<file path="src/hw/ioxp_pkg.sv">
// shared types and constants for the quasi-bidirectional i/o expander
package ioxp_pkg;
    localparam logic [7:0] IOXP_PORT_RST = 8'hFF;
    localparam logic [3:0] IOXP_UPPER_BASE = 4'h4;
    localparam logic [3:0] IOXP_UPPER_ALT = 4'h7;
    localparam logic [3:0] IOXP_BYTE_BITS = 4'h8;
    localparam logic [3:0] IOXP_CNT_RST = 4'h0;

    typedef enum logic [2:0] {
        IOXP_IDLE,
        IOXP_ADDR,
        IOXP_ADDR_ACK,
        IOXP_WR_DATA,
        IOXP_WR_ACK,
        IOXP_RD_DATA,
        IOXP_RD_ACK,
        IOXP_IGNORE
    } ioxp_st_t;

    typedef struct packed {
        logic scl_s1;
        logic scl_s2;
        logic scl_p;
        logic sda_s1;
        logic sda_s2;
        logic sda_p;
        logic [7:0] pin_s1;
        logic [7:0] pin_s2;
        logic [2:0] strap_s1;
        logic [2:0] strap_s2;
        ioxp_st_t st;
        logic [3:0] cnt;
        logic [7:0] shreg;
        logic rw;
        logic [7:0] port_q;
        logic [7:0] snap_q;
        logic [7:0] accel;
        logic sda_oe_n;
        logic sda_o;
        logic [7:0] pin_oe_n;
        logic [7:0] pin_o;
        logic alert_oe_n;
        logic alert_o;
    } ioxp_state_t;
endpackage

</file>
<file path="src/hw/ioxp_expander.sv">
// two-wire bus slave driving an 8-bit quasi-bidirectional port
//
// Contract
// - three straps give low address bits
// - address lsb: 1 reads, 0 writes
// - upper four bits fixed by variant parameter
// - one 8-bit port register, no pointer
// - reads return live pin levels
// - port bits high after power-up
// - written 0 keeps strong pull-down on
// - written 1 pulls up strongly for ack high
// - ack address and data, apply byte at ack
// - unlimited write bytes, each replaces port
// - read acks address, resamples per acked byte
// - no buffering of pin changes between reads
// - stop keeps last port, drops partial data
// - reset initialises state machine and port
// - alert low when pins differ from capture
// - alert releases on return or port access
// - read alert clears at address ack, read strobe
`timescale 1ns/100ps
module ioxp_expander import ioxp_pkg::*; #(
    parameter bit ALT_VARIANT = 1'b0
) (
    input wire logic ref_clk,
    input wire logic rst_n,
    input wire logic scl_i,
    input wire logic sda_i,
    output logic sda_o,
    output logic sda_oe_n,
    input wire logic addr_strap_0,
    input wire logic addr_strap_1,
    input wire logic addr_strap_2,
    input wire logic [7:0] io_pin_i,
    output logic [7:0] io_pin_o,
    output logic [7:0] io_pin_oe_n,
    output logic alert_o,
    output logic alert_oe_n
);
    localparam logic [3:0] FIXED_ADDR_UPPER = ALT_VARIANT ? IOXP_UPPER_ALT : IOXP_UPPER_BASE;

    logic [1:0] rst_s_q;
    logic rst_sync_n;
    ioxp_state_t q, d;
    logic scl_rise, scl_fall, start_ev, stop_ev, addr_hit;

    always_ff @(posedge ref_clk or negedge rst_n) begin
        if (!rst_n) begin
            rst_s_q <= 2'h0;
        end else begin
            rst_s_q <= {rst_s_q[0], 1'b1};
        end
    end
    assign rst_sync_n = rst_s_q[1];

    // edges found on the second sync stage against its own delayed copy
    assign scl_rise = q.scl_s2 & ~q.scl_p;
    assign scl_fall = ~q.scl_s2 & q.scl_p;
    assign start_ev = q.scl_s2 & q.scl_p & q.sda_p & ~q.sda_s2;
    assign stop_ev = q.scl_s2 & q.scl_p & ~q.sda_p & q.sda_s2;
    assign addr_hit = (q.shreg[7:1] == {FIXED_ADDR_UPPER, q.strap_s2});

    always_comb begin
        d = q;
        d.scl_s1 = scl_i;
        d.scl_s2 = q.scl_s1;
        d.scl_p = q.scl_s2;
        d.sda_s1 = sda_i;
        d.sda_s2 = q.sda_s1;
        d.sda_p = q.sda_s2;
        d.pin_s1 = io_pin_i;
        d.pin_s2 = q.pin_s1;
        d.strap_s1 = {addr_strap_2, addr_strap_1, addr_strap_0};
        d.strap_s2 = q.strap_s1;
        // alert follows the live compare, so a pin that reverts releases it
        d.alert_oe_n = (q.pin_s2 == q.snap_q);
        if (start_ev) begin
            d.st = IOXP_ADDR;
            d.cnt = IOXP_CNT_RST;
            d.sda_oe_n = 1'b1;
            d.accel = 8'h00;
        end else if (stop_ev) begin
            d.st = IOXP_IDLE;
            d.sda_oe_n = 1'b1;
            d.accel = 8'h00;
        end else begin
            case (q.st)
                IOXP_ADDR, IOXP_WR_DATA: begin
                    if (scl_rise) begin
                        d.shreg = {q.shreg[6:0], q.sda_s2};
                        d.cnt = 4'(q.cnt + 4'h1);
                    end else if (scl_fall && q.cnt == IOXP_BYTE_BITS) begin
                        if (q.st == IOXP_WR_DATA) begin
                            d.sda_oe_n = 1'b0;
                            d.st = IOXP_WR_ACK;
                        end else if (addr_hit) begin
                            d.sda_oe_n = 1'b0;
                            d.rw = q.shreg[0];
                            d.st = IOXP_ADDR_ACK;
                        end else begin
                            d.st = IOXP_IGNORE;
                        end
                    end
                end
                IOXP_ADDR_ACK: begin
                    if (scl_rise && q.rw) begin
                        d.shreg = q.pin_s2;
                        d.snap_q = q.pin_s2;
                    end else if (scl_fall) begin
                        d.cnt = IOXP_CNT_RST;
                        d.sda_oe_n = q.rw ? q.shreg[7] : 1'b1;
                        d.st = q.rw ? IOXP_RD_DATA : IOXP_WR_DATA;
                    end
                end
                IOXP_WR_ACK: begin
                    if (scl_rise) begin
                        d.port_q = q.shreg;
                        d.accel = q.shreg;
                        d.snap_q = q.pin_s2;
                    end else if (scl_fall) begin
                        // accelerator only for the high half of the ack clock
                        d.accel = 8'h00;
                        d.sda_oe_n = 1'b1;
                        d.cnt = IOXP_CNT_RST;
                        d.st = IOXP_WR_DATA;
                    end
                end
                IOXP_RD_DATA: begin
                    if (scl_rise) begin
                        d.cnt = 4'(q.cnt + 4'h1);
                    end else if (scl_fall) begin
                        if (q.cnt == IOXP_BYTE_BITS) begin
                            d.sda_oe_n = 1'b1;
                            d.st = IOXP_RD_ACK;
                        end else begin
                            d.shreg = {q.shreg[6:0], 1'b1};
                            d.sda_oe_n = q.shreg[6];
                        end
                    end
                end
                IOXP_RD_ACK: begin
                    if (scl_rise) begin
                        if (q.sda_s2) begin
                            d.st = IOXP_IGNORE;
                        end else begin
                            d.shreg = q.pin_s2;
                            d.snap_q = q.pin_s2;
                        end
                    end else if (scl_fall) begin
                        d.cnt = IOXP_CNT_RST;
                        d.sda_oe_n = q.shreg[7];
                        d.st = IOXP_RD_DATA;
                    end
                end
                default: begin
                    d.sda_oe_n = 1'b1;
                end
            endcase
        end
        d.pin_o = d.port_q;
        d.pin_oe_n = ~(~d.port_q | d.accel);
        d.sda_o = 1'b0;
        d.alert_o = 1'b0;
    end

    always_ff @(posedge ref_clk or negedge rst_sync_n) begin
        if (!rst_sync_n) begin
            q <= '0;
            q.scl_s1 <= 1'b1;
            q.scl_s2 <= 1'b1;
            q.scl_p <= 1'b1;
            q.sda_s1 <= 1'b1;
            q.sda_s2 <= 1'b1;
            q.sda_p <= 1'b1;
            q.pin_s1 <= IOXP_PORT_RST;
            q.pin_s2 <= IOXP_PORT_RST;
            q.st <= IOXP_IDLE;
            q.port_q <= IOXP_PORT_RST;
            q.snap_q <= IOXP_PORT_RST;
            q.sda_oe_n <= 1'b1;
            q.pin_o <= IOXP_PORT_RST;
            q.pin_oe_n <= 8'hFF;
            q.alert_oe_n <= 1'b1;
        end else begin
            q <= d;
        end
    end

    assign sda_o = q.sda_o;
    assign sda_oe_n = q.sda_oe_n;
    assign io_pin_o = q.pin_o;
    assign io_pin_oe_n = q.pin_oe_n;
    assign alert_o = q.alert_o;
    assign alert_oe_n = q.alert_oe_n;
endmodule

</file>
<file path="config.mk">
export PLATFORM = sky130hd
export DESIGN_NAME = ioxp_expander
export DESIGN_NICKNAME = d
export VERILOG_FILES = /design/src/hw/ioxp_pkg.sv /design/src/hw/ioxp_expander.sv
export SDC_FILE = /design/constraint.sdc
export NUM_CORES = 1
export LEC_CHECK = 0
export ABC_AREA = 1
export BUFFER_PORTS_ARGS = -buffer_cell sky130_fd_sc_hd__buf_2
export CELL_PAD_IN_SITES_DETAIL_PLACEMENT = 0
export CELL_PAD_IN_SITES_GLOBAL_PLACEMENT = 2
export CORE_MARGIN = 3
export CORE_UTILIZATION = 37
export DETAILED_ROUTE_END_ITERATION = 10
export GPL_TIMING_DRIVEN = 0
export PLACE_DENSITY = 0.81
export SETUP_SLACK_MARGIN = 0.15
export SLEW_MARGIN = 0
export SYNTH_ARGS = -nofsm -noshare
export SYNTH_HDL_FRONTEND = slang
export SYNTH_SLANG_ARGS = --single-unit
</file>
<file path="constraint.sdc">
create_clock -name ref_clk -period 3.3 [get_ports ref_clk]
set_input_delay 0.495 -clock ref_clk [delete_from_list [all_inputs] [get_ports ref_clk]]
set_output_delay 0.495 -clock ref_clk [all_outputs]
set_load 0.02 [all_outputs]
</file>
==> impl_results.md <==
- Core Area: between 0.009 and 0.01 sq mm
- Top cell type's share of synthesized area: 0.340
- Area occupied by multi-input gates: 0.00131 sq mm
- CP cell instances: ha_1 > inv_2 > nor2_2 > o21ai_2 > a21oi_4 > nand2_4 > buf_6 > nand2_2 > o21ai_2
- Worst-Margin Slew: around 0.53 ns
- H-tree level count: 3
- Row count: 35
- Vias per cell: 4.57
- Register area: 0.00207 sq mm
- DP Wirelength: approximately 5500 microns
- Count leader, synth: nand2_1
- Headroom to the max-slew limit: 0.644
- All-Layer GR Usage: 0.146
- Met2 WL: approximately 3300 microns
- Post_cts resized: 0
- Largest net degree at the start of global routing: 43
- Routed Antenna Nets: 0
- Post-synthesis async set-or-reset flop share: 1.00
- Worst path bufs/invs: 2
- Total power: about 0.004 W
- Fillers: a little under 1000
- CTS root buf: clkbuf_8
- Final setup vio count: 0
- Worst path slowest cell: dfstp_2
- Final WL: 7470 microns
- Initial antenna violation count: 0
- WL met3: 311 microns
- Drc violations: 0
- Crit share post-route: 0.620
- Min Tclk post-route: 2.04 ns
- Fin. Hold Viols: 0
- WP data arrival: 2.27 ns
- Vias: ~2700
- # placed instances: 570
- Largest area contributor in the netlist: dfstp_2
- Worst min path class: in2reg
- Skew final: 0.0117 ns
- Die height: approximately 110 microns
- Reg clk slew, reported paths: around 0.08 ns
- Later-pin clock latency in the skew report: 0.35 ns
- Highest clock rate: around 0.49 GHz
- Critical Path Source Type: flip-flop
- Most frequent CP cell: o21ai_2
- Synth Flop Type: dfstp_2
- Synthesis Warnings: 0
- Drt initial violations: 89
- Post-synth EDFFs: 0
- Initial core utilization: 0.391
- Critical Path End Type: flip-flop
- GRT Residual Overflow: 0
- Layout cells sized above 1: 0.332
- Worst VDD drop: approximately 350 uV
- DR top layer: met4
- Top cells by area, synth: dfstp_2, dfrtp_1, nand2_1, buf_4, nand3_1
- Share of the core filled with cells: 0.454
- Syn Area/Cell: between 9 and 10 sq um
- Area delta synth->final: 16.2%
- Port Buffer Count: 32
- Wire length per cell: roughly 13 microns
- TritonCTS Buffers: 9
- Synth top cells by count: nand2_1, dfstp_2, inv_1
- Worst-case clock buffer depth: 2
- Final worst slack: ~1.3 ns
- Synth Instances: approximately 400
- Met1 wire length: about 3800 microns
- Req. time, crit path: between 3 and 4 ns
- Setup CP Type: reg2reg
- Place WS: about 1.3 ns
- Post-Layout Cell Count: 587
- Number of diodes: 0
- # IOs: 35
- Critical Path Max Stage Delay: 0.56 ns
- GP Congestion: 0.838
- TritonRoute pass-1 iters: 4
- Final setup TNS: 0 ns
- Die width: between 100 and 150 microns
- Die footprint: 0.0113 sq mm
- Cell variety after synth: 34
- CTS tree: yes
- P per Cell Area: 911 mW/mm^2
- Max-cap viol count: 0
- CP top delay family: flip-flops
- Leak: roughly 2.2 nW
- Outcome: complete, no violations
- First-pass GRT wire length: between 10000 and 15000 microns
- Fin nets: 473
- Flops & latches, synth: 80
- Vias in the first global route: about 2600
- Cell Area, Synth: between 0.003 and 0.004 sq mm
- CP max FO: 10
- RSZ-0062 raised after global routing: no
- Sequential share of the synthesized area: 0.555
- Slew Viols, Final: 0
- CTS sink cnt: 80
-- per-layer routing --
layer / global-route usage / vias to the layer above
met3: 0.0243 / 7
met1: 0.212 / 1242
li1: - / 1379
met4: 0.0527 / 0
met2: 0.219 / 52
met5: 0 / -
-- through the flow --
stage | hold slack, ns | instance area (sq um)
final | 0.241 | 4310
after detailed placement | 0.281 | 4060
after floorplan | 0.199 | 3720
after global placement | 0.280 | 4040
after global routing | 0.219 | 4310
after CTS | 0.219 | 4310
-- final cells by class --
type,instances,area share
Timing Repair Buffer,34,0.0441
Inverter,38,0.0331
Clock buffer,10,0.0296
Clock inverter,6,0.0267
Tap cell,129,0.0374
Multi-Input combinational cell,262,0.304
Sequential cell,80,0.479
Buffer,28,0.0461
-- logic make-up after synthesis --
group | Yosys count | synth area share
DFF | 80 | 0.555
and+or+nand+nor | 191 | 0.218
AOI/OAI and AO/OA | 55 | 0.0964
buffers and inverters | 66 | 0.0920
xor gates and xnor gates | 8 | 0.0189
other | 2 | 0.00202
adders and majority gates | 5 | 0.0169
-- state kept, by name, indices dropped and copies added (netlist names) --
signal / count
q: 45
d: 15
io_pin_o: 8
io_pin_oe_n: 8
rst_s_q: 2
alert_oe_n: 1
sda_oe_n: 1
-- where the power goes --
| group | switching, W | leakage [nW] | internal, W |
|---|---|---|---|
| logic | 0.000978 | 1.14 | 0.000603 |
| registers | 0.000143 | 0.912 | 0.00133 |
| clock network | 0.000365 | 0.117 | 0.000509 |
-- layout by cell type, fill, tap and decap left out, types with 4 or more instances in the layout --
cell type,count
nand2_1,122
dfstp_2,48
buf_2,35
inv_1,33
dfrtp_1,31
nor2_1,25
nand3_1,25
buf_4,22
o21ai_0,17
a31oi_1,10
o22ai_1,9
o21ai_2,9
clkbuf_8,9
inv_2,5
nand2_2,5
xnor2_1,5
ha_1,5
nand4_1,4
-- path summary, 6_finish.rpt --
kind                              from          end  slack (ns)  cells after the start
max                              d[85]        q[50]        1.26                      9
min                        io_pin_i[6]        d[72]        0.24                      1
max reg2reg                      d[85]        q[50]        1.26                      9
min reg2reg                 rst_s_q[1]        q[62]        0.29                      0
max in group asynchronous   rst_s_q[1]  io_pin_o[5]        2.36                      1
min in group asynchronous   rst_s_q[1]        q[62]        0.29                      0
-- what timing repair did --
action,CTS,global route
hold buffers,1,0
buffers inserted,0,0
setup endpoints to repair,0,0
hold endpoints to repair,2,0
(Power assumes the default switching activity.)
